===== config.mk =====
export PLATFORM = sky130hd
export DESIGN_NAME = freefall_motion_detector
export DESIGN_NICKNAME = d
export VERILOG_FILES = /design/src/design/freefall_motion_pkg.sv /design/src/design/freefall_motion_detector.sv /design/src/design/axis_compare.sv /design/src/design/debounce_counter.sv
export VERILOG_INCLUDE_DIRS = /design/src /design/src/design
export SDC_FILE = /design/constraint.sdc
export NUM_CORES = 1
export LEC_CHECK = 0
export BUFFER_PORTS_ARGS = -buffer_cell sky130_fd_sc_hd__buf_4
export CAP_MARGIN = 10
export CORE_MARGIN = 5
export CORE_UTILIZATION = 30
export CTS_BUF_LIST = sky130_fd_sc_hd__clkbuf_16
export CTS_CLUSTER_SIZE = 16
export DETAILED_ROUTE_END_ITERATION = 7
export MAX_ROUTING_LAYER = met4
export SLEW_MARGIN = 20
export SYNTH_ARGS = -nofsm -noshare
export SYNTH_HDL_FRONTEND = slang
export SYNTH_SLANG_ARGS = --single-unit

===== constraint.sdc =====
create_clock -name clk_i -period 8.45 [get_ports clk_i]
set_input_delay 0 -clock clk_i [delete_from_list [all_inputs] [get_ports clk_i]]
set_output_delay 0 -clock clk_i [all_outputs]
set_load 0.02 [all_outputs]

===== src/design/freefall_motion_regs.svh =====
// Register offsets, field positions, reset values and scale of the detector.
// Overview of operation
// - Freefall mode sets the event only when every enabled axis is below threshold.
// - Motion mode sets the event when any enabled axis is above threshold.
// - Common threshold at 0x17, per-axis thresholds at 0x73 through 0x78.
// - Latched mode holds the event flag until the source register is read.
// - Unlatched mode lets the event flag follow detection sample by sample.
// - Each axis has an enable; a disabled axis takes no part in detection.
// - Per-axis enable clear compares all axes with the common 7-bit threshold.
// - Per-axis enable set compares each axis with its own 13-bit threshold.
// - Latched mode freezes axis flags when the event sets, until a source read.
// - An enabled axis flags above threshold in motion, below in freefall.
// - Configuration resets to zero; bits are latch, logic, Z, Y, X, unused.
// - Debounce counter clears or decrements on a lapse, per the clear-mode bit.
// - Common threshold scale is 63 mg per bit and resets to zero.
// - Flags of a disabled axis always read as zero.
`ifndef FREEFALL_MOTION_REGS_SVH
`define FREEFALL_MOTION_REGS_SVH
`define FFMT_CFG_ADDR       8'h15
`define FFMT_SRC_ADDR       8'h16
`define FFMT_THS_ADDR       8'h17
`define FFMT_DBC_ADDR       8'h18
`define FFMT_THS_X_MSB_ADDR 8'h73
`define FFMT_THS_Z_LSB_ADDR 8'h78
`define FFMT_CFG_RESET      8'h00
`define FFMT_THS_RESET      8'h00
`define FFMT_DBC_RESET      8'h00
`define FFMT_CFG_LATCH_BIT  7
`define FFMT_CFG_LOGIC_BIT  6
`define FFMT_CFG_ZEN_BIT    5
`define FFMT_CFG_YEN_BIT    4
`define FFMT_CFG_XEN_BIT    3
`define FFMT_THS_CLRM_BIT   7
`define FFMT_XYZ_EN_BIT     7
`define FFMT_SRC_EA_BIT     7
`define FFMT_COMMON_SHIFT   6
`define FFMT_THS_MG_PER_LSB 63
`endif


===== src/design/freefall_motion_pkg.sv =====
// Types and shared arithmetic of the freefall and motion detector.
package freefall_motion_pkg;
  typedef logic [13:0] sample_type;
  typedef logic [12:0] mag_type;
  typedef logic [7:0]  byte_type;

  function automatic mag_type abs_mag(input sample_type s);
    logic [13:0] neg;
    neg = 14'h0000 - s;
    if (!s[13]) begin
      abs_mag = s[12:0];
    end else if (neg[13]) begin
      abs_mag = 13'h1fff;
    end else begin
      abs_mag = neg[12:0];
    end
  endfunction
endpackage


===== src/design/freefall_motion_detector.sv =====
// Freefall and motion detector with its register set.
`timescale 1ns/100ps
`default_nettype none
`include "freefall_motion_regs.svh"
module freefall_motion_detector (
  input  wire logic                            clk_i,
  input  wire logic                            srst_i,
  input  wire logic                            sample_valid_i,
  input  wire freefall_motion_pkg::sample_type accel_x_i,
  input  wire freefall_motion_pkg::sample_type accel_y_i,
  input  wire freefall_motion_pkg::sample_type accel_z_i,
  input  wire logic [7:0]                      reg_addr_i,
  input  wire logic                            reg_wr_i,
  input  wire logic                            reg_rd_i,
  input  wire logic [7:0]                      reg_wdata_i,
  output logic [7:0]                           reg_rdata_o,
  output logic                                 event_active_flag_o
);
  logic [7:0] cfg_r;
  logic [7:0] cfg_nxt;
  logic [7:0] ths_r;
  logic [7:0] ths_nxt;
  logic [7:0] dbc_r;
  logic [7:0] dbc_nxt;
  logic       xyz_en_r;
  logic       xyz_en_nxt;
  logic [6:0] thr_msb_r [3];
  logic [6:0] thr_msb_nxt [3];
  logic [5:0] thr_lsb_r [3];
  logic [5:0] thr_lsb_nxt [3];
  logic [7:0] rdata_nxt;
  logic       rd_src;
  logic       step_r;
  freefall_motion_pkg::mag_type thr [3];
  freefall_motion_pkg::sample_type sample [3];
  logic [2:0] above;
  logic [2:0] below;
  logic [2:0] neg;
  logic [2:0] axis_en;
  logic [2:0] axis_evt;
  logic       cond;
  logic       deb_hit;
  logic       frozen;
  logic [5:0] flags_r;
  logic [5:0] flags_nxt;
  logic [5:0] flags_live;
  logic       ea_nxt;

  function automatic logic [5:0] mask_flags(input logic [5:0] f,
                                            input logic [2:0] en);
    mask_flags = f & {{2{en[2]}}, {2{en[1]}}, {2{en[0]}}};
  endfunction

  function automatic logic [2:0] thr_slot(input logic [7:0] a);
    logic [7:0] d;
    d = a - `FFMT_THS_X_MSB_ADDR;
    thr_slot = d[2:0];
  endfunction

  function automatic logic in_thr_range(input logic [7:0] a);
    in_thr_range = a >= `FFMT_THS_X_MSB_ADDR && a <= `FFMT_THS_Z_LSB_ADDR;
  endfunction

  assign axis_en = {cfg_r[`FFMT_CFG_ZEN_BIT], cfg_r[`FFMT_CFG_YEN_BIT],
                    cfg_r[`FFMT_CFG_XEN_BIT]};
  assign rd_src  = reg_rd_i && (reg_addr_i == `FFMT_SRC_ADDR);
  assign sample[0] = accel_x_i;
  assign sample[1] = accel_y_i;
  assign sample[2] = accel_z_i;

  always_comb begin
    for (int i = 0; i < 3; i++) begin
      if (xyz_en_r) begin
        thr[i] = {thr_msb_r[i], thr_lsb_r[i]};
      end else begin
        thr[i] = {ths_r[6:0], 6'h00};
      end
    end
  end

  for (genvar g = 0; g < 3; g++) begin : g_axis
    axis_compare u_axis (
      .clk_i    (clk_i),
      .srst_i   (srst_i),
      .step_i   (sample_valid_i),
      .sample_i (sample[g]),
      .thr_i    (thr[g]),
      .above_o  (above[g]),
      .below_o  (below[g]),
      .neg_o    (neg[g])
    );
  end

  always_comb begin
    if (cfg_r[`FFMT_CFG_LOGIC_BIT]) begin
      axis_evt = above & axis_en;
      cond     = |axis_evt;
    end else begin
      axis_evt = below & axis_en;
      cond     = (axis_en != 3'h0) && ((below & axis_en) == axis_en);
    end
    for (int i = 0; i < 3; i++) begin
      flags_live[2*i+1] = axis_evt[i];
      flags_live[2*i]   = axis_evt[i] && neg[i];
    end
  end

  debounce_counter u_debounce (
    .clk_i        (clk_i),
    .srst_i       (srst_i),
    .step_i       (step_r),
    .cond_i       (cond),
    .count_i      (dbc_r),
    .clear_mode_i (ths_r[`FFMT_THS_CLRM_BIT]),
    .hit_o        (deb_hit)
  );

  always_comb begin
    frozen = cfg_r[`FFMT_CFG_LATCH_BIT] && event_active_flag_o && !rd_src;
    if (cfg_r[`FFMT_CFG_LATCH_BIT]) begin
      ea_nxt = (event_active_flag_o && !rd_src) || deb_hit;
    end else begin
      ea_nxt = deb_hit;
    end
    if (frozen) begin
      flags_nxt = flags_r;
    end else begin
      flags_nxt = mask_flags(flags_live, axis_en);
    end
  end

  always_comb begin
    cfg_nxt    = cfg_r;
    ths_nxt    = ths_r;
    dbc_nxt    = dbc_r;
    xyz_en_nxt = xyz_en_r;
    for (int i = 0; i < 3; i++) begin
      thr_msb_nxt[i] = thr_msb_r[i];
      thr_lsb_nxt[i] = thr_lsb_r[i];
    end
    if (reg_wr_i) begin
      if (reg_addr_i == `FFMT_CFG_ADDR) begin
        cfg_nxt = {reg_wdata_i[7:3], 3'h0};
      end else if (reg_addr_i == `FFMT_THS_ADDR) begin
        ths_nxt = reg_wdata_i;
      end else if (reg_addr_i == `FFMT_DBC_ADDR) begin
        dbc_nxt = reg_wdata_i;
      end else if (in_thr_range(reg_addr_i)) begin
        for (int i = 0; i < 3; i++) begin
          if (thr_slot(reg_addr_i) == 3'(2 * i)) begin
            thr_msb_nxt[i] = reg_wdata_i[6:0];
          end
          if (thr_slot(reg_addr_i) == 3'(2 * i + 1)) begin
            thr_lsb_nxt[i] = reg_wdata_i[5:0];
          end
        end
        if (reg_addr_i == `FFMT_THS_X_MSB_ADDR) begin
          xyz_en_nxt = reg_wdata_i[`FFMT_XYZ_EN_BIT];
        end
      end
    end
  end

  always_comb begin
    rdata_nxt = reg_rdata_o;
    if (reg_rd_i) begin
      rdata_nxt = 8'h00;
      if (reg_addr_i == `FFMT_CFG_ADDR) begin
        rdata_nxt = cfg_r;
      end else if (reg_addr_i == `FFMT_SRC_ADDR) begin
        rdata_nxt = {event_active_flag_o, 1'b0,
                     mask_flags(flags_r, axis_en)};
      end else if (reg_addr_i == `FFMT_THS_ADDR) begin
        rdata_nxt = ths_r;
      end else if (reg_addr_i == `FFMT_DBC_ADDR) begin
        rdata_nxt = dbc_r;
      end else if (in_thr_range(reg_addr_i)) begin
        for (int i = 0; i < 3; i++) begin
          if (thr_slot(reg_addr_i) == 3'(2 * i)) begin
            rdata_nxt = {1'b0, thr_msb_r[i]};
          end
          if (thr_slot(reg_addr_i) == 3'(2 * i + 1)) begin
            rdata_nxt = {2'h0, thr_lsb_r[i]};
          end
        end
        if (reg_addr_i == `FFMT_THS_X_MSB_ADDR) begin
          rdata_nxt[`FFMT_XYZ_EN_BIT] = xyz_en_r;
        end
      end
    end
  end

  always_ff @(posedge clk_i) begin
    if (srst_i) begin
      cfg_r               <= `FFMT_CFG_RESET;
      ths_r               <= `FFMT_THS_RESET;
      dbc_r               <= `FFMT_DBC_RESET;
      xyz_en_r            <= 1'b0;
      for (int i = 0; i < 3; i++) begin
        thr_msb_r[i] <= 7'h00;
        thr_lsb_r[i] <= 6'h00;
      end
      reg_rdata_o         <= 8'h00;
      step_r              <= 1'b0;
      flags_r             <= 6'h00;
      event_active_flag_o <= 1'b0;
    end else begin
      cfg_r               <= cfg_nxt;
      ths_r               <= ths_nxt;
      dbc_r               <= dbc_nxt;
      xyz_en_r            <= xyz_en_nxt;
      for (int i = 0; i < 3; i++) begin
        thr_msb_r[i] <= thr_msb_nxt[i];
        thr_lsb_r[i] <= thr_lsb_nxt[i];
      end
      reg_rdata_o         <= rdata_nxt;
      step_r              <= sample_valid_i;
      flags_r             <= flags_nxt;
      event_active_flag_o <= ea_nxt;
    end
  end

  cfg_reset_a: assert property (@(posedge clk_i)
    srst_i |=> cfg_r == 8'h00 && ths_r[6:0] == 7'h00)
    else $error("configuration not cleared by reset");

  freefall_and_a: assert property (@(posedge clk_i) disable iff (srst_i)
    $rose(deb_hit) && !$past(cfg_r[`FFMT_CFG_LOGIC_BIT])
    |-> $past(axis_en != 3'h0 && (below & axis_en) == axis_en))
    else $error("freefall event without all enabled axes low");

  motion_or_a: assert property (@(posedge clk_i) disable iff (srst_i)
    cfg_r[`FFMT_CFG_LOGIC_BIT] && step_r && (above & axis_en) != 3'h0
    && dbc_r == 8'h00 |=> deb_hit)
    else $error("motion condition missed on an enabled axis");

  latch_hold_a: assert property (@(posedge clk_i) disable iff (srst_i)
    cfg_r[`FFMT_CFG_LATCH_BIT] && event_active_flag_o && !rd_src
    |=> event_active_flag_o)
    else $error("latched event flag dropped without source read");

  realtime_follow_a: assert property (
    @(posedge clk_i) disable iff (srst_i)
    !cfg_r[`FFMT_CFG_LATCH_BIT] |=> event_active_flag_o == $past(deb_hit))
    else $error("unlatched event flag does not follow detection");

  flags_frozen_a: assert property (@(posedge clk_i) disable iff (srst_i)
    cfg_r[`FFMT_CFG_LATCH_BIT] && event_active_flag_o && !rd_src
    |=> flags_r == $past(flags_r))
    else $error("axis flags changed while latched");

  disabled_axis_a: assert property (
    @(posedge clk_i) disable iff (srst_i)
    rd_src |=> (reg_rdata_o[5:0] & ~{{2{$past(axis_en[2])}},
               {2{$past(axis_en[1])}}, {2{$past(axis_en[0])}}}) == 6'h00)
    else $error("disabled axis flag read as set");

  thr_select_a: assert property (@(posedge clk_i) disable iff (srst_i)
    ##1 (xyz_en_r ? thr[1][12:6] == thr_msb_r[1]
                  : thr[2] == {ths_r[6:0], 6'h00}))
    else $error("threshold source not selected by per-axis enable");

  axis_excluded_a: assert property (
    @(posedge clk_i) disable iff (srst_i)
    axis_evt == ((cfg_r[`FFMT_CFG_LOGIC_BIT] ? above : below) & axis_en)
    && (axis_en != 3'h0 || !cond))
    else $error("axis enable not applied to event combination");

  src_clear_a: assert property (
    @(posedge clk_i) disable iff (srst_i)
    cfg_r[`FFMT_CFG_LATCH_BIT] && rd_src && !deb_hit
    |=> !event_active_flag_o)
    else $error("latched event flag not cleared by source read");

  hit_sets_flag_a: assert property (
    @(posedge clk_i) disable iff (srst_i)
    deb_hit |=> event_active_flag_o)
    else $error("event flag not set by debounced detection");

  flags_follow_a: assert property (
    @(posedge clk_i) disable iff (srst_i)
    !cfg_r[`FFMT_CFG_LATCH_BIT]
    |=> flags_r == $past(mask_flags(flags_live, axis_en)))
    else $error("unlatched axis flags do not follow detection");

  src_layout_a: assert property (
    @(posedge clk_i) disable iff (srst_i)
    rd_src |=> reg_rdata_o[7] == $past(event_active_flag_o)
               && !reg_rdata_o[6])
    else $error("source register layout broken");

  cfg_write_a: assert property (
    @(posedge clk_i) disable iff (srst_i)
    reg_wr_i && reg_addr_i == `FFMT_CFG_ADDR
    |=> cfg_r == {$past(reg_wdata_i[7:3]), 3'h0})
    else $error("configuration write not stored");

  ths_write_a: assert property (
    @(posedge clk_i) disable iff (srst_i)
    reg_wr_i && reg_addr_i == `FFMT_THS_ADDR |=> ths_r == $past(reg_wdata_i))
    else $error("common threshold write not stored");

  thr_write_a: assert property (
    @(posedge clk_i) disable iff (srst_i)
    reg_wr_i && reg_addr_i == `FFMT_THS_X_MSB_ADDR
    |=> xyz_en_r == $past(reg_wdata_i[`FFMT_XYZ_EN_BIT])
        && thr_msb_r[0] == $past(reg_wdata_i[6:0]))
    else $error("axis threshold write not stored");

  lsb_read_a: assert property (
    @(posedge clk_i) disable iff (srst_i)
    reg_rd_i && reg_addr_i == `FFMT_THS_Z_LSB_ADDR
    |=> reg_rdata_o == {2'h0, $past(thr_lsb_r[2])})
    else $error("axis threshold low part read wrong");
endmodule
`default_nettype wire


===== src/design/axis_compare.sv =====
// Magnitude and threshold comparison for one acceleration axis.
`timescale 1ns/100ps
`default_nettype none
module axis_compare (
  input  wire logic                         clk_i,
  input  wire logic                         srst_i,
  input  wire logic                         step_i,
  input  wire freefall_motion_pkg::sample_type sample_i,
  input  wire freefall_motion_pkg::mag_type thr_i,
  output logic                              above_o,
  output logic                              below_o,
  output logic                              neg_o
);
  freefall_motion_pkg::mag_type mag;
  logic above_nxt;
  logic below_nxt;
  logic neg_nxt;

  always_comb begin
    mag       = freefall_motion_pkg::abs_mag(sample_i);
    above_nxt = above_o;
    below_nxt = below_o;
    neg_nxt   = neg_o;
    if (step_i) begin
      above_nxt = mag > thr_i;
      below_nxt = mag < thr_i;
      neg_nxt   = sample_i[13];
    end
  end

  always_ff @(posedge clk_i) begin
    if (srst_i) begin
      above_o <= 1'b0;
      below_o <= 1'b0;
      neg_o   <= 1'b0;
    end else begin
      above_o <= above_nxt;
      below_o <= below_nxt;
      neg_o   <= neg_nxt;
    end
  end

  magnitude_cmp_a: assert property (@(posedge clk_i) disable iff (srst_i)
    step_i |=> (above_o == ($past(mag) > $past(thr_i)))
               && (neg_o == $past(sample_i[13])))
    else $error("axis compare does not follow sample magnitude");
endmodule
`default_nettype wire


===== src/design/debounce_counter.sv =====
// Debounce counter for the combined freefall or motion condition.
`timescale 1ns/100ps
`default_nettype none
module debounce_counter (
  input  wire logic       clk_i,
  input  wire logic       srst_i,
  input  wire logic       step_i,
  input  wire logic       cond_i,
  input  wire logic [7:0] count_i,
  input  wire logic       clear_mode_i,
  output logic            hit_o
);
  logic [7:0] cnt_r;
  logic [7:0] cnt_nxt;
  logic       hit_nxt;

  always_comb begin
    cnt_nxt = cnt_r;
    hit_nxt = hit_o;
    if (step_i) begin
      if (cond_i) begin
        cnt_nxt = (cnt_r < count_i) ? cnt_r + 8'h01 : count_i;
        hit_nxt = cnt_nxt == count_i;
      end else begin
        if (clear_mode_i) begin
          cnt_nxt = 8'h00;
        end else if (cnt_r != 8'h00) begin
          cnt_nxt = cnt_r - 8'h01;
        end
        hit_nxt = 1'b0;
      end
    end
  end

  always_ff @(posedge clk_i) begin
    if (srst_i) begin
      cnt_r <= 8'h00;
      hit_o <= 1'b0;
    end else begin
      cnt_r <= cnt_nxt;
      hit_o <= hit_nxt;
    end
  end

  lapse_clear_a: assert property (@(posedge clk_i) disable iff (srst_i)
    step_i && !cond_i && clear_mode_i |=> cnt_r == 8'h00)
    else $error("debounce counter not cleared on lapse");

  lapse_decrement_a: assert property (
    @(posedge clk_i) disable iff (srst_i)
    step_i && !cond_i && !clear_mode_i && cnt_r != 8'h00
    |=> cnt_r == $past(cnt_r) - 8'h01)
    else $error("debounce counter not decremented on lapse");

  hit_after_count_a: assert property (
    @(posedge clk_i) disable iff (srst_i)
    $rose(hit_o) |-> $past(cond_i) && cnt_r == $past(count_i))
    else $error("debounce hit before count reached");
endmodule
`default_nettype wire


==> results.json <==
{
  "status": "completed",
  "cts_root_buf": "clkbuf_16",
  "cp.arrival_ns": 3.24,
  "viasPerCell": 5.26,
  "path_class": "in -> reg",
  "yosysSeqAreaShare": 0.265,
  "die_h_um": 165,
  "max_freq_ghz": 0.333,
  "fill_cells": 2531,
  "netlist_instances": 954,
  "clock_skew_ns": 0.00523,
  "cts_tree": "built",
  "finalSetupViolations": 0,
  "synthArstFlopShare": 0,
  "dieArea_sq_mm": 0.0271,
  "start_kind": "primary input",
  "grt_pass1_vias": 6661,
  "rsz0062_at_grt": "false",
  "min_period_ns": 3.00,
  "insertion_delay_ns": 0.35,
  "fin_nets": 1109,
  "final_cell_mix": "nand2_1 (140), nor2_1 (104), dfxtp_1 (95), a21oi_1 (86), buf_4 (76)",
  "coreArea_sq_mm": 0.0235,
  "drtPass1Iterations": 5,
  "endpoint_kind": "flip-flop",
  "cts_buffer_depth": 2,
  "slew_viol_final": 0,
  "via_count": 6920,
  "fin_tns_setup_ns": 0,
  "grt-ovfl-total": 0,
  "required_ns": 8.69,
  "grtUsageTotal": 0.168,
  "syn_area_per_cell_sq_um": 7.51,
  "hold_viol_final": 0,
  "htreeDepth": 3,
  "ys_warn_count": 0,
  "final_common_cell": "nand2_1",
  "grt_pass1_wl_mm": 35.2,
  "synth_area_leaders": "dfxtp_1 (27%), ha_1 (9.4%), nand2_1 (7.3%)",
  "synthDistinctLibCells": 69,
  "ys.flop_type": "dfxtp_1",
  "crit_fanout": 10,
  "grt_max_degree": 54,
  "holdWs_ns": 0.0291,
  "std_cell_rows": 56,
  "drt.antenna.violating_nets": 0,
  "final_util": 0.354,
  "hold_class": "in -> reg",
  "syn_to_final_growth_pct": 15.8,
  "clk_pin_slew_ns": 0.07,
  "cts_made_buffers": 9,
  "place_ws_ns": 5.12,
  "dpl.hpwl_mm": 16.9,
  "cts_num_sinks": 95,
  "ir_drop_mv": 0.110,
  "synth-seq-cells": 95,
  "num_antenna_cells": 0,
  "timing.final.ws_setup_ns": 5.45,
  "synth_top_area_frac": 0.265,
  "max_slew_margin": 0.309,
  "routedWlPerCell_um": 16.8,
  "synth_edf_count": 0,
  "syn_area_sq_mm": 0.00717,
  "worst_slew_pin_slew_ns": 1.04,
  "drtIter0Drc": 518,
  "fin_area_sq_mm": 0.00830,
  "wl_mm": 22.2,
  "port_buffers": 71,
  "powerDensity_mw_per_mm2": 176,
  "placed_area_sq_mm": 0.00790,
  "start_util": 0.305,
  "static-leakage-power_nw": 3.27,
  "drive_above_1_share": 0.108,
  "r2r_setup_slack_ns": 5.56,
  "io_pins": 72,
  "drc": 0,
  "synth_fp_nets": 1071,
  "maxCapViolations": 0,
  "place_congestion": 0.881,
  "period_share": 0.355,
  "cts_resized": 0,
  "synth_area_leader_cell": "dfxtp_1",
  "fp.dieW_um": 165,
  "antenna_found_initial": 0
}
==> worst max-delay path: stages <==
cell and delay (ns):
buf_4 0.12, nor3_1 0.44, nand4b_1 0.19, nor3_1 0.44, nand3_1 0.37, nand2_1 0.15
ha_1 0.25, a21o_1 0.19, a21o_1 0.17, a2111oi_0 0.51, a31oi_1 0.19, o21a_1 0.22
==> through the flow <==
| step | cells | total power, mW |
|---|---|---|
| 3_5_place_dp | 1290 | 1.03 |
| 3_3_place_gp | 1290 | 1.02 |
| 2_1_floorplan | 954 | 0.905 |
| 6_report | 1316 | 1.46 |
| 4_1_cts | 1316 | 1.47 |
| 5_1_grt | 1316 | 1.55 |
==> path summary, 6_finish.rpt <==
kind | from | endpoint | cells past startpoint
min reg2reg | u_debounce.hit_o | event_active_flag_o | 2
max | accel_z_i[4] | g_axis[2].u_axis.above_o | 12
max reg2reg | xyz_en_r | g_axis[2].u_axis.above_o | 9
min | reg_wr_i | cfg_r[3] | 3
==> power breakdown <==
group / switching (mW) / leakage [nW] / internal (mW)
clock network: 0.175 / 0.157 / 0.255
registers: 0.0493 / 0.769 / 0.470
logic: 0.293 / 2.34 / 0.218
==> what timing repair did <==
action                     4_1_cts  5_1_grt
setup buffers                    0        0
hold endpoints to repair        29        0
setup endpoints to repair        0        0
hold buffers                    10        0
==> registers in the layout, indices dropped and copies added, names as in the netlist <==
signal	count
thr_msb_r	21
thr_lsb_r	18
dbc_r	8
reg_rdata_o	8
ths_r	8
u_debounce.cnt_r	8
flags_r	6
cfg_r	5
g_axis.u_axis.above_o	3
g_axis.u_axis.below_o	3
g_axis.u_axis.neg_o	3
event_active_flag_o	1
step_r	1
u_debounce.hit_o	1
xyz_en_r	1
==> Yosys cell counts (8+ instances only) <==
| cell type | n |
|---|---|
| inv_1 | 31 |
| nand2b_1 | 9 |
| and2_1 | 8 |
| nor3_1 | 21 |
| o21a_1 | 11 |
| o211ai_1 | 10 |
| nand3_1 | 23 |
| buf_2 | 9 |
| ha_1 | 54 |
| nor2_1 | 104 |
| dfxtp_1 | 95 |
| nand4_1 | 11 |
| nand2_1 | 140 |
| xnor2_1 | 13 |
| a21oi_1 | 86 |
| o21ai_0 | 38 |
| mux2i_1 | 48 |
| nor2b_1 | 18 |
| xor2_1 | 26 |
| o31ai_1 | 10 |
| clkbuf_1 | 45 |
| a31oi_1 | 14 |
| o22ai_1 | 8 |
==> cell families after synthesis <==
logic type,synth area share
DFF,0.265
xor gates and xnor gates,0.0477
and+or+nand+nor,0.261
buffers and inverters,0.0499
muxes,0.0733
adders and majority gates,0.0943
AOI/OAI and AO/OA,0.208
==> metal layers <==
metal	track usage	share of wire	vias up
li1	-	-	3494
met1	0.217	0.45	3245
met2	0.280	0.49	161
met3	0.0252	0.045	20
met4	0.0352	0.013	0
met5	-	0	-
==> final cells by class <==
class	count	area, sq um	share of cell area
multi-input combinational	769	4910	0.591
clock buffer	9	225	0.0271
clock inverter	7	80.1	0.00965
sequential	95	1900	0.229
inverter	31	116	0.0140
timing repair buffer	86	671	0.0808
tap	319	399	0.0481
(Power assumes the default switching activity.)
